[config.mk]
export PLATFORM = sky130hd
export DESIGN_NAME = rsbpm_pin_mux
export DESIGN_NICKNAME = d
export VERILOG_FILES = /design/src/hdl/rsbpm_pkg.sv /design/src/hdl/rsbpm_strap_latch.sv /design/src/hdl/rsbpm_pin_mux.sv
export SDC_FILE = /design/constraint.sdc
export NUM_CORES = 1
export LEC_CHECK = 0
export ABC_AREA = 1
export BUFFER_PORTS_ARGS = -buffer_cell sky130_fd_sc_hd__buf_4
export CAP_MARGIN = 20
export CORE_AREA = 2 2 160 162
export CTS_CLUSTER_SIZE = 28
export DETAILED_ROUTE_END_ITERATION = 8
export DIE_AREA = 0 0 162 164
export PLACE_DENSITY = 0.54
export SLEW_MARGIN = 40
export SYNTH_ARGS = -nofsm -noshare
export SYNTH_HDL_FRONTEND = slang
export SYNTH_SLANG_ARGS = --single-unit
[constraint.sdc]
create_clock -name pclk -period 3.3 [get_ports pclk]
set_input_delay 0.165 -clock pclk [delete_from_list [all_inputs] [get_ports pclk]]
set_output_delay 0.165 -clock pclk [all_outputs]
set_load 0.005 [all_outputs]
[src/hdl/rsbpm_pkg.sv]
// Purpose: constants shared by the strap-selected bus pin mux
// Assumes: one 250 MHz clock, APB register access
// Notes:   pad indices number the shared display/panel pad group
package rsbpm_pkg;

  // bus modes as reported in the memory configuration register
  localparam logic [1:0] MODE_LCD   = 2'h0;
  localparam logic [1:0] MODE_LOCAL = 2'h1;
  localparam logic [1:0] MODE_ISA   = 2'h2;
  localparam logic [1:0] MODE_RESET = MODE_LCD;

  // shared pad group
  localparam int NUM_PADS            = 35;
  localparam int PAD_DM_ADDR_BASE    = 0;   // display memory address bits 0..14
  localparam int PAD_LOGIC_PWR       = 15;
  localparam int PAD_DM_DATA_BASE    = 16;  // display memory data bits 0..7
  localparam int PAD_DM_OE           = 24;
  localparam int PAD_DM_CE           = 25;
  localparam int PAD_PANEL_DATA_BASE = 26;  // panel data bits 0..3
  localparam int PAD_PANEL_MOD       = 30;
  localparam int PAD_LINE            = 31;
  localparam int PAD_SHIFT           = 32;
  localparam int PAD_FRAME           = 33;
  localparam int PAD_BIAS_PWR        = 34;

  // register indices; byte address is four times the index
  localparam logic [11:0] IDX_MEMORY_CONFIGURATION_ONE = 12'h066;
  localparam logic [11:0] IDX_FUNCTION_CONFIG          = 12'h067;
  localparam int          MODE_FIELD_LSB               = 5;
  localparam logic [7:0]  MEM_CFG_WRITE_MASK           = 8'h9f;
  localparam logic [7:0]  MEM_CFG_RESET                = 8'h00;
  localparam logic [5:0]  FUNC_CFG_RESET               = 6'h00;

endpackage : rsbpm_pkg

[src/hdl/rsbpm_strap_latch.sv]
// Purpose: captures the two bus select straps on reset release
// Assumes: reset pins are synchronous to pclk, active low
// Notes:   power-up capture needs both resets released
`timescale 1ns/10ps
module rsbpm_strap_latch (
  input  wire logic       pclk,
  input  wire logic       presetn,
  input  wire logic       primary_reset_in_n,
  input  wire logic       io_only_reset_n,
  input  wire logic       strap_select_low,
  input  wire logic       strap_select_high,
  output logic [1:0]      bus_mode,
  output logic            strap_sampling
);

  typedef struct packed {
    logic       powered;
    logic       prev_primary;
    logic       prev_both;
    logic [1:0] mode;
    logic       sampling;
  } rsbpm_latch_t;

  rsbpm_latch_t st;
  rsbpm_latch_t next_st;

  logic both_high;
  logic capture;
  logic [1:0] strap_mode;

  always_comb
  begin
    both_high = primary_reset_in_n & io_only_reset_n;
    if (strap_select_low)
      strap_mode = rsbpm_pkg::MODE_ISA;
    else if (strap_select_high)
      strap_mode = rsbpm_pkg::MODE_LOCAL;
    else
      strap_mode = rsbpm_pkg::MODE_LCD;
    if (!st.powered)
      capture = both_high & ~st.prev_both;
    else
      capture = primary_reset_in_n & ~st.prev_primary;
    next_st              = st;
    next_st.prev_primary = primary_reset_in_n;
    next_st.prev_both    = both_high;
    if (capture)
    begin
      next_st.mode    = strap_mode;
      next_st.powered = 1'b1;
    end
    next_st.sampling = ~both_high;
  end

  always_ff @(posedge pclk or negedge presetn)
  begin
    if (!presetn)
    begin
      st.powered      <= 1'b0;
      st.prev_primary <= 1'b0;
      st.prev_both    <= 1'b0;
      st.mode         <= rsbpm_pkg::MODE_RESET;
      st.sampling     <= 1'b1;
    end
    else
      st <= next_st;
  end

  assign bus_mode       = st.mode;
  assign strap_sampling = st.sampling;

endmodule : rsbpm_strap_latch

[src/hdl/rsbpm_pin_mux.sv]
// Purpose: strap-selected routing of shared pads to LCD, local bus or ISA
// Assumes: APB slave, pins synchronous to pclk, straps held during reset
// Notes:   dma bits 0..5 = ch 0,1,3,5,6,7; irq bits 0..7 = 4,5,7,9,10,11,12,15
//
// Contract
// - straps on modem outputs captured at power-up release of both resets
// - io-only reset while primary reset high keeps the mode
// - every primary reset release resamples the straps
// - straps 00 LCD, high-only local bus, low set maximum ISA
// - latched mode readable in bits 6:5 of register index 66h
// - local mode drives upper address A22..A12 on display address pads, A23 on the logic power pad
// - local mode drives cycle strobes and byte enables on display data pads
// - local mode takes device ready and device acknowledge as inputs
// - local mode drives core ready, clock, reset on display pads
// - local cycles present low address on SA11..SA0
// - local mode unreassigned LCD pads take ISA functions
// - maximum ISA takes dma requests 0,1,3,5,6,7
// - maximum ISA drives dma acknowledges 0,1,3,5,6,7
// - maximum ISA takes interrupt requests 4,5,7,9,10,11,12,15
// - maximum ISA drives LA23..LA17 and BALE, takes channel check
// - maximum ISA drives below-1M decode, takes zero wait input
// - memory, scan, port, clock-out, card and 14 MHz via registers
// - strap pins return to serial outputs after reset release
//
// Design decision made here: register access over APB.
`timescale 1ns/10ps
module rsbpm_pin_mux (
  input  wire logic                    pclk,
  input  wire logic                    presetn,
  // apb
  input  wire logic                    psel,
  input  wire logic                    penable,
  input  wire logic                    pwrite,
  input  wire logic [11:0]             paddr,
  input  wire logic [31:0]             pwdata,
  input  wire logic [3:0]              pstrb,
  output logic                         pready,
  output logic [31:0]                  prdata,
  output logic                         pslverr,
  // resets and straps
  input  wire logic                    primary_reset_in_n,
  input  wire logic                    io_only_reset_n,
  input  wire logic                    dtr_src,
  input  wire logic                    rts_src,
  input  wire logic                    strap_select_high_in,
  output logic                         strap_select_high_out,
  output logic                         strap_select_high_oe,
  input  wire logic                    strap_select_low_in,
  output logic                         strap_select_low_out,
  output logic                         strap_select_low_oe,
  // shared pads
  input  wire logic [34:0]             pad_in,
  output logic [34:0]                  pad_out,
  output logic [34:0]                  pad_oe,
  // lcd controller side
  input  wire logic [34:0]             lcd_pad_out,
  input  wire logic [34:0]             lcd_pad_oe,
  output logic [34:0]                  lcd_pad_in,
  // local bus side
  input  wire logic [11:0]             lb_addr_hi,
  input  wire logic                    lb_ads_n,
  input  wire logic                    lb_data_code,
  input  wire logic                    lb_mem_io,
  input  wire logic                    lb_write_read,
  input  wire logic                    lb_bhe_n,
  input  wire logic                    lb_ble_n,
  input  wire logic                    core_ready_src,
  input  wire logic                    core_clock_src,
  input  wire logic                    core_reset_src,
  output logic                         local_device_ready,
  output logic                         local_device_ack,
  input  wire logic                    lb_cycle,
  input  wire logic [11:0]             lb_addr_lo,
  input  wire logic [11:0]             isa_sa_lo,
  output logic [11:0]                  sa_lo_out,
  // isa side
  input  wire logic [6:0]              isa_la_src,
  input  wire logic                    isa_bale_src,
  input  wire logic [5:0]              isa_dack_n_src,
  input  wire logic                    isa_below_one_meg_decode_src,
  output logic [5:0]                   isa_drq,
  output logic [7:0]                   isa_irq,
  output logic                         isa_chan_check,
  output logic                         zero_wait_input,
  // configuration
  output logic [1:0]                   bus_mode,
  output logic [7:0]                   mem_cfg_ctl,
  output logic [5:0]                   function_cfg
);

  typedef struct packed {
    logic        pready;
    logic [31:0] prdata;
    logic        pslverr;
    logic [7:0]  mem_cfg;
    logic [5:0]  func_cfg;
    logic        hi_out;
    logic        hi_oe;
    logic        lo_out;
    logic        lo_oe;
    logic [34:0] pad_out;
    logic [34:0] pad_oe;
    logic [34:0] lcd_in;
    logic        local_device_ack_rdy;
    logic        local_device_ack_ack;
    logic [11:0] sa_lo;
    logic [5:0]  drq;
    logic [7:0]  irq;
    logic        chk;
    logic        zws;
    logic [1:0]  mode;
  } rsbpm_state_t;

  rsbpm_state_t st;
  rsbpm_state_t next_st;

  logic [1:0] latched_mode;
  logic       sampling;
  logic       is_local;
  logic       is_isa;
  logic       not_lcd;
  logic [11:0] idx;
  logic [7:0]  mem_cfg_read;

  rsbpm_strap_latch u_strap_latch (
    .pclk               (pclk),
    .presetn            (presetn),
    .primary_reset_in_n (primary_reset_in_n),
    .io_only_reset_n    (io_only_reset_n),
    .strap_select_low   (strap_select_low_in),
    .strap_select_high  (strap_select_high_in),
    .bus_mode           (latched_mode),
    .strap_sampling     (sampling)
  );

  always_comb
  begin
    is_local = (latched_mode == rsbpm_pkg::MODE_LOCAL);
    is_isa   = (latched_mode == rsbpm_pkg::MODE_ISA);
    not_lcd  = is_local | is_isa;
    idx      = {2'h0, paddr[11:2]};
    next_st  = st;
    next_st.mode = latched_mode;

    mem_cfg_read = st.mem_cfg & rsbpm_pkg::MEM_CFG_WRITE_MASK;
    mem_cfg_read[rsbpm_pkg::MODE_FIELD_LSB +: 2] = latched_mode;

    // apb: answer one cycle after setup
    if (psel && !penable)
    begin
      next_st.pready  = 1'b1;
      next_st.pslverr = 1'b0;
      next_st.prdata  = 32'h0000_0000;
      if (idx == rsbpm_pkg::IDX_MEMORY_CONFIGURATION_ONE)
        next_st.prdata = {24'h00_0000, mem_cfg_read};
      else if (idx == rsbpm_pkg::IDX_FUNCTION_CONFIG)
        next_st.prdata = {26'h000_0000, st.func_cfg};
      else
        next_st.pslverr = 1'b1;
    end
    else if (psel && penable && st.pready)
    begin
      next_st.pready  = 1'b0;
      next_st.pslverr = 1'b0;
      if (pwrite && pstrb[0])
      begin
        if (idx == rsbpm_pkg::IDX_MEMORY_CONFIGURATION_ONE)
          next_st.mem_cfg = pwdata[7:0] & rsbpm_pkg::MEM_CFG_WRITE_MASK;
        else if (idx == rsbpm_pkg::IDX_FUNCTION_CONFIG)
          next_st.func_cfg = pwdata[5:0];
      end
    end
    else
    begin
      next_st.pready  = 1'b0;
      next_st.pslverr = 1'b0;
    end

    next_st.hi_out = dtr_src;
    next_st.lo_out = rts_src;
    next_st.hi_oe  = ~sampling;
    next_st.lo_oe  = ~sampling;

    // lcd default
    next_st.pad_out = lcd_pad_out;
    next_st.pad_oe  = lcd_pad_oe & {35{~not_lcd}};
    if (!not_lcd)
      next_st.pad_oe = lcd_pad_oe;
    next_st.lcd_in = pad_in & {35{~not_lcd}};

    // isa functions on pads not taken by local bus
    if (not_lcd)
    begin
      next_st.pad_out = '0;
      next_st.pad_oe  = '0;
      next_st.pad_out[rsbpm_pkg::PAD_DM_CE]           = isa_dack_n_src[1];
      next_st.pad_oe[rsbpm_pkg::PAD_DM_CE]            = 1'b1;
      next_st.pad_out[rsbpm_pkg::PAD_PANEL_DATA_BASE] = isa_dack_n_src[3];
      next_st.pad_oe[rsbpm_pkg::PAD_PANEL_DATA_BASE]  = 1'b1;
    end

    if (is_local)
    begin
      next_st.pad_out[rsbpm_pkg::PAD_LOGIC_PWR] = lb_addr_hi[11];
      next_st.pad_oe[rsbpm_pkg::PAD_LOGIC_PWR]  = 1'b1;
      next_st.pad_out[rsbpm_pkg::PAD_DM_ADDR_BASE + 4 +: 11] = lb_addr_hi[10:0];
      next_st.pad_oe[rsbpm_pkg::PAD_DM_ADDR_BASE + 4 +: 11]  = 11'h7ff;
      next_st.pad_out[rsbpm_pkg::PAD_DM_DATA_BASE + 2 +: 6] =
        {lb_ads_n, lb_data_code, lb_mem_io, lb_write_read, lb_bhe_n, lb_ble_n};
      next_st.pad_oe[rsbpm_pkg::PAD_DM_DATA_BASE + 2 +: 6]  = 6'h3f;
      next_st.pad_out[rsbpm_pkg::PAD_DM_OE]            = core_ready_src;
      next_st.pad_oe[rsbpm_pkg::PAD_DM_OE]             = 1'b1;
      next_st.pad_out[rsbpm_pkg::PAD_DM_ADDR_BASE + 3] = core_clock_src;
      next_st.pad_oe[rsbpm_pkg::PAD_DM_ADDR_BASE + 3]  = 1'b1;
      next_st.pad_out[rsbpm_pkg::PAD_DM_ADDR_BASE + 2] = core_reset_src;
      next_st.pad_oe[rsbpm_pkg::PAD_DM_ADDR_BASE + 2]  = 1'b1;
    end
    next_st.local_device_ack_rdy = is_local & pad_in[rsbpm_pkg::PAD_DM_DATA_BASE + 1];
    next_st.local_device_ack_ack = is_local & pad_in[rsbpm_pkg::PAD_DM_DATA_BASE];

    if (is_isa)
    begin
      next_st.pad_out[rsbpm_pkg::PAD_DM_ADDR_BASE + 8 +: 7] = isa_la_src;
      next_st.pad_oe[rsbpm_pkg::PAD_DM_ADDR_BASE + 8 +: 7]  = 7'h7f;
      next_st.pad_out[rsbpm_pkg::PAD_LOGIC_PWR]             = isa_bale_src;
      next_st.pad_oe[rsbpm_pkg::PAD_LOGIC_PWR]              = 1'b1;
      next_st.pad_out[rsbpm_pkg::PAD_DM_ADDR_BASE + 7] = isa_dack_n_src[0];
      next_st.pad_out[rsbpm_pkg::PAD_DM_ADDR_BASE + 6] = isa_dack_n_src[2];
      next_st.pad_out[rsbpm_pkg::PAD_DM_ADDR_BASE + 5] = isa_dack_n_src[5];
      next_st.pad_out[rsbpm_pkg::PAD_DM_ADDR_BASE + 4] = isa_dack_n_src[4];
      next_st.pad_oe[rsbpm_pkg::PAD_DM_ADDR_BASE + 4 +: 4] = 4'hf;
      next_st.pad_out[rsbpm_pkg::PAD_DM_OE] = isa_below_one_meg_decode_src;
      next_st.pad_oe[rsbpm_pkg::PAD_DM_OE]  = 1'b1;
    end

    next_st.drq = '0;
    if (is_isa)
      next_st.drq = {pad_in[rsbpm_pkg::PAD_DM_DATA_BASE + 4], pad_in[rsbpm_pkg::PAD_DM_DATA_BASE + 1],
                     pad_in[rsbpm_pkg::PAD_PANEL_DATA_BASE + 1], pad_in[rsbpm_pkg::PAD_DM_DATA_BASE + 5],
                     pad_in[rsbpm_pkg::PAD_PANEL_DATA_BASE + 3], pad_in[rsbpm_pkg::PAD_DM_DATA_BASE + 6]};
    else if (is_local)
      next_st.drq = {2'h0, pad_in[rsbpm_pkg::PAD_PANEL_DATA_BASE + 1], 1'b0,
                     pad_in[rsbpm_pkg::PAD_PANEL_DATA_BASE + 3], 1'b0};

    next_st.irq = '0;
    if (not_lcd)
      next_st.irq = {pad_in[rsbpm_pkg::PAD_BIAS_PWR], pad_in[rsbpm_pkg::PAD_FRAME],
                     pad_in[rsbpm_pkg::PAD_DM_DATA_BASE + 2] & is_isa, pad_in[rsbpm_pkg::PAD_SHIFT],
                     pad_in[rsbpm_pkg::PAD_DM_DATA_BASE + 3] & is_isa, pad_in[rsbpm_pkg::PAD_DM_ADDR_BASE + 1],
                     pad_in[rsbpm_pkg::PAD_LINE], pad_in[rsbpm_pkg::PAD_PANEL_MOD]};

    next_st.chk = not_lcd & pad_in[rsbpm_pkg::PAD_PANEL_DATA_BASE + 2];
    next_st.zws = is_isa & pad_in[rsbpm_pkg::PAD_DM_DATA_BASE + 7];

    if (is_local && lb_cycle)
      next_st.sa_lo = lb_addr_lo;
    else
      next_st.sa_lo = isa_sa_lo;
  end

  always_ff @(posedge pclk or negedge presetn)
  begin
    if (!presetn)
    begin
      st          <= '0;
      st.mem_cfg  <= rsbpm_pkg::MEM_CFG_RESET;
      st.func_cfg <= rsbpm_pkg::FUNC_CFG_RESET;
      st.mode     <= rsbpm_pkg::MODE_RESET;
    end
    else
      st <= next_st;
  end

  assign pready                = st.pready;
  assign prdata                = st.prdata;
  assign pslverr               = st.pslverr;
  assign strap_select_high_out = st.hi_out;
  assign strap_select_high_oe  = st.hi_oe;
  assign strap_select_low_out  = st.lo_out;
  assign strap_select_low_oe   = st.lo_oe;
  assign pad_out               = st.pad_out;
  assign pad_oe                = st.pad_oe;
  assign lcd_pad_in            = st.lcd_in;
  assign local_device_ready    = st.local_device_ack_rdy;
  assign local_device_ack      = st.local_device_ack_ack;
  assign sa_lo_out             = st.sa_lo;
  assign isa_drq               = st.drq;
  assign isa_irq               = st.irq;
  assign isa_chan_check        = st.chk;
  assign zero_wait_input       = st.zws;
  assign bus_mode              = st.mode;
  assign mem_cfg_ctl           = st.mem_cfg;
  assign function_cfg          = st.func_cfg;

endmodule : rsbpm_pin_mux

Word level (Yosys, flattened, before mapping)
Index checks and enable logic that the tools add are counted.
{"block": "word_totals", "reg_bits": 192, "out_inout_bits": 189, "ramBits": 0, "in_bits": 225, "word_cells": 76, "mem_bits_ro": 0, "latchBits": 0, "mem_count": 0}
{"block": "op_classes", "n_eq_ne": 4, "addsub": 0, "magnitude_cmp": 0, "div_mod_pow": 0, "n_shift": 0, "bitwise": 18, "reduce_logical": 8, "muxes": 22, "mul": 0}
{"op": "$mux W70", "n": 1}
{"op": "$mux W12", "n": 3}
{"op": "$and A35 B35 Y35", "n": 1}
{"op": "$mux W32", "n": 1}
{"op": "$mux W14", "n": 2}
{"op": "$eq A10 B7 Y1 const B", "n": 2}
{"op": "$mux W7", "n": 2}
{"op": "$mux W6", "n": 2}
{"op": "$and A1 B1 Y1", "n": 9}
{"op": "$mux W1", "n": 8}
{"op": "$mux W8", "n": 1}
{"op": "$not A1 Y1", "n": 7}
{"op": "$logic_and A1 B1 Y1", "n": 5}
{"op": "$reduce_and A5 Y1", "n": 1}
{"op": "$mux W4", "n": 1}
{"op": "$reduce_and A4 Y1", "n": 1}
{"op": "$eq A2 B1 Y1 const B", "n": 1}
{"op": "$eq A2 B2 Y1 const B", "n": 1}
{"op": "$mux W2", "n": 1}
{"op": "$logic_not A1 Y1", "n": 1}
{"op": "$or A1 B1 Y1", "n": 1}

Longest topological paths before layout
{"block": "depth", "word_depth": 5, "ltp_mapped": 8, "ltp_nobuf": 8}

Modules after synthesis
Synthesis repeated with hierarchy kept, for this count alone.
{"block": "hier_totals", "cells_unflattened": 615, "hier_area_um2": 6417.4}
{"mod": "rsbpm_pin_mux", "area_per_inst_um2": 6160.9, "n_inst": 1, "cells_per_inst": 588, "seq_area_each_um2": 4053.9}
{"mod": "rsbpm_strap_latch", "area_per_inst_um2": 256.5, "n_inst": 1, "cells_per_inst": 27, "seq_area_each_um2": 151.4}

Worst setup path before layout
No wires, ideal clock.
{"block": "synth_timing", "kind": "register to register", "start": "register u_strap_latch.st, in the netlist u_strap_latch.bus_mode[0]", "end": "register st, in the netlist sa_lo_out[10]", "path_stages_with_launch": 6, "n_path_buf": 2, "t_arrival_ns": 1.366, "t_required_ns": 3.172, "path_slack_ns": 1.806, "period_less_slack_ns": 1.494, "setup_time_ns": 0.128, "cell_sequence": "dfrtp_1 > ha_1 > buf_2 > nand2_1 > buf_2 > mux2_1"}
{"element": "start, declared", "line_no": "rsbpm_strap_latch.sv:24", "source": "rsbpm_latch_t st;"}
{"element": "start signal, assigned", "line_no": "rsbpm_strap_latch.sv:66", "source": "st <= next_st;"}
{"element": "end signal, assigned", "line_no": "rsbpm_pin_mux.sv:271", "source": "st <= next_st;"}
{"element": "end, declared", "line_no": "rsbpm_pin_mux.sv:114", "source": "rsbpm_state_t st;"}

==> results by group <==
Yosys
  – Post-synthesis adder-cell area fraction: 0.003887
  – Mux cell area share after synthesis: 0.02099
  – Synth area leader: dfrtp_1
  – Post-synthesis compound-gate area fraction: 0.04043
  – Netlist cell types: 28
  – Simple-Gate Fraction of Synth Area: 0.1707
  – Syn Inst Count: 638
  – Yosys top cell area share: 0.6492
  – Mapped Area: 6437 µm²
  – Seq/Total Area, Yosys: 0.6533
  – Synthesis Warnings: 0
  – Register bit total from synthesis: 168
  – Area contributors post-synth: dfrtp_1 65%, nand2_1 11%, inv_1 5.8%, buf_4 3.1%, nand3_1 2.2%
  – Main combinational cell family by area after synthesis: simple AND/OR/NAND/NOR gates
  – XOR/XNOR Fraction of Synth Area: 0
  – Mapped Avg Cell Area: 10.09 µm²

Floorplanning
  – Total die area: 26570 µm²
  – Initial Utilization: 0.2594
  – Core Box Area: 24820 µm²
  – I/O pins: 414
  – Die width: 162 µm
  – Std-Cell Rows: 58
  – Die Ht: 164 µm

Clocking
  – CTS tree: done
  – Hold-fix buffers, CTS: 149
  – Clk_lat worst skew: 420 ps
  – H-tree depth: 4
  – Post-CTS Setup Bufs: 0
  – Reg clk slew, reported paths: 80 ps
  – CTS buffer count: 17
  – CTS max path bufs: 2
  – Root Buffer: clkbuf_16
  – Resize count post-CTS: 0
  – Clk sinks: 168

Worst setup path
  – Crit-path cells: inv_1 > ha_1 > nand2_1 > mux2_1 > dlygate4sd3_1
  – Crit. End Element: flip-flop
  – Worst EP arrival: 2810 ps
  – Startpoint types: flip-flop
  – Crit path max fanout: 12
  – Reg2reg path depth: 5
  – Stages on worst setup path: 5
  – Max stage delay on crit path: 560 ps
  – Slowest cell on the critical path: dlygate4sd3_1
  – Flop2flop setup slack: 790 ps
  – Critical path class: reg2reg
  – WP data required: 3600 ps
  – CP top delay family: buffers and inverters
  – Buffers & Inverters on Critical Path: 2

STA
  – Worst Skew: 17.95 ps
  – Fin. max-slew vios: 0
  – Final setup TNS: 0 ps
  – Worst-Margin Slew: 678.2 ps
  – Period utilization: 0.7606
  – Hold Violations, Final: 0
  – Setup violators final: 0
  – Max_slew headroom: 0.5462
  – Fmax: 0.3984 GHz
  – Post-route minimum period: 2510 ps
  – Hold_ws: 28.17 ps
  – Final setup margin: 789.9 ps
  – RSZ-0062 raised after global routing: false

Cells and area
  – Layout cells sized above 1: 0.3696
  – Final nets: 1372
  – Most frequent cells in the layout: 366 x buf_4, 185 x nand2_1, 167 x dfrtp_1
  – Number of non-filler instances in the completed layout: 1489
  – Filler Cell Count: 2366
  – Most common cell after layout, fill and taps aside: buf_4
  – Layout area overhead: 78.74%

Global route
  – Vias in the first global route: 6130
  – First-pass GRT wire length: 32410 µm
  – Initial antenna violation count: 1
  – Gr ovfl total: 0
  – Total global-route track usage: 0.1592
  – Largest net degree at the start of global routing: 53

Outcome
  – Outcome: finished clean

Pwr
  – Power density over the cells: 500.4 nW/µm²
  – Leak: 6.470 nW
  – Maximum vdd drop: 0.0003109 V

Detailed routing
  – Pre-Repair DR Iteration Count: 5
  – Vias: 5927
  – WL final: 21720 µm
  – Drc violations: 0
  – Average routed wire per standard cell: 14.59 µm
  – Vias per cell: 3.981
  – Antenna-violating nets left: 0
  – Initial DRC count: 249

Place
  – Detailed placer's ending HPWL: 15310 µm
  – Placed insts: 1307
  – Dpl ws: 1295 ps
  – # port buffers: 357
  – Placer Congestion: 0.7823

Job
  – Max-Cap Viols: 0

Worst hold path
  – WHS Path Cells: 3
  – Hold Path Class: in2reg
-- cells by family (layout without fill, tap and decap cells) --
family,after synthesis,in the layout
DFF,168,168
buffers and inverters,153,648
adders and majority gates,2,2
AOI/OAI and AO/OA,43,43
and+or+nand+nor,259,259
other,1,27
muxes,12,12
-- power by group --
part	internal (mW)	total [mW]	switching [mW]
registers	2.31	2.39	0.0844
clock network	1.09	2.04	0.948
logic	0.730	1.33	0.598
total	4.13	5.76	1.63
-- synth_stat cells (all sizes together) --
| cell type | number |
|---|---|
| conb | 1 |
| nand4 | 6 |
| clkbuf | 9 |
| ha | 2 |
| dfrtp | 167 |
| a21oi | 27 |
| buf | 45 |
| nand3 | 29 |
| nand2 | 187 |
| dfstp | 1 |
| or2 | 2 |
| nand3b | 1 |
| inv | 99 |
| nor2 | 34 |
| mux2 | 12 |
| o21ai | 16 |
-- state kept, by name, indices dropped and copies added, names as in the netlist, 2 cells and up --
| name | flops |
|---|---|
| lcd_pad_in | 35 |
| pad_oe | 35 |
| pad_out | 35 |
| sa_lo_out | 12 |
| isa_irq | 8 |
| prdata | 8 |
| function_cfg | 6 |
| isa_drq | 6 |
| mem_cfg_ctl | 6 |
| u_strap_latch.st | 3 |
| bus_mode | 2 |
| u_strap_latch.bus_mode | 2 |
-- final timing paths --
path	startpoint	end
min in group asynchronous	presetn	lcd_pad_in[30]
worst max-delay path	u_strap_latch.bus_mode[1]	sa_lo_out[5]
worst min-delay path	isa_la_src[4]	pad_out[12]
worst max register to register	u_strap_latch.bus_mode[1]	sa_lo_out[5]
worst min register to register	u_strap_latch.strap_sampling	strap_select_low_oe
max in group asynchronous	presetn	pad_oe[25]
-- per-layer routing --
metal	global-route usage	wire length, µm
met1	0.1844	8588
met2	0.2824	11280
met3	0.04116	1367
met4	0.06154	491
met5	0	0
-- through the flow --
| step | total power [mW] | utilization | instance area, µm² |
|---|---|---|---|
| after floorplan | 2.824 | - | 6531 |
| after global placement | 3.583 | 0.3778 | 9378 |
| after detailed placement | 3.598 | 0.3790 | 9405 |
| after CTS | 5.836 | 0.4635 | 11500 |
| after global routing | 6.081 | 0.4636 | 11510 |
| final | 5.758 | 0.4636 | 11510 |
-- tightest hold or removal path: stages --
cell and delay [ps]:
buf_4 80, nor2_1 40, a21oi_1 120
-- final cells by class --
type	count	area (µm²)	share of cell area
Timing Repair Buffer	517	4278	0.3718
Inverter	99	371.6	0.03230
Antenna cell	1	2.502	0.0002175
Clock buffer	17	425.4	0.03697
Tap cell	330	412.9	0.03589
Sequential cell	168	4205	0.3655
Clock inverter	15	181.4	0.01577
Multi-Input combinational cell	342	1629	0.1416
Power figures use the tool's default switching activity.
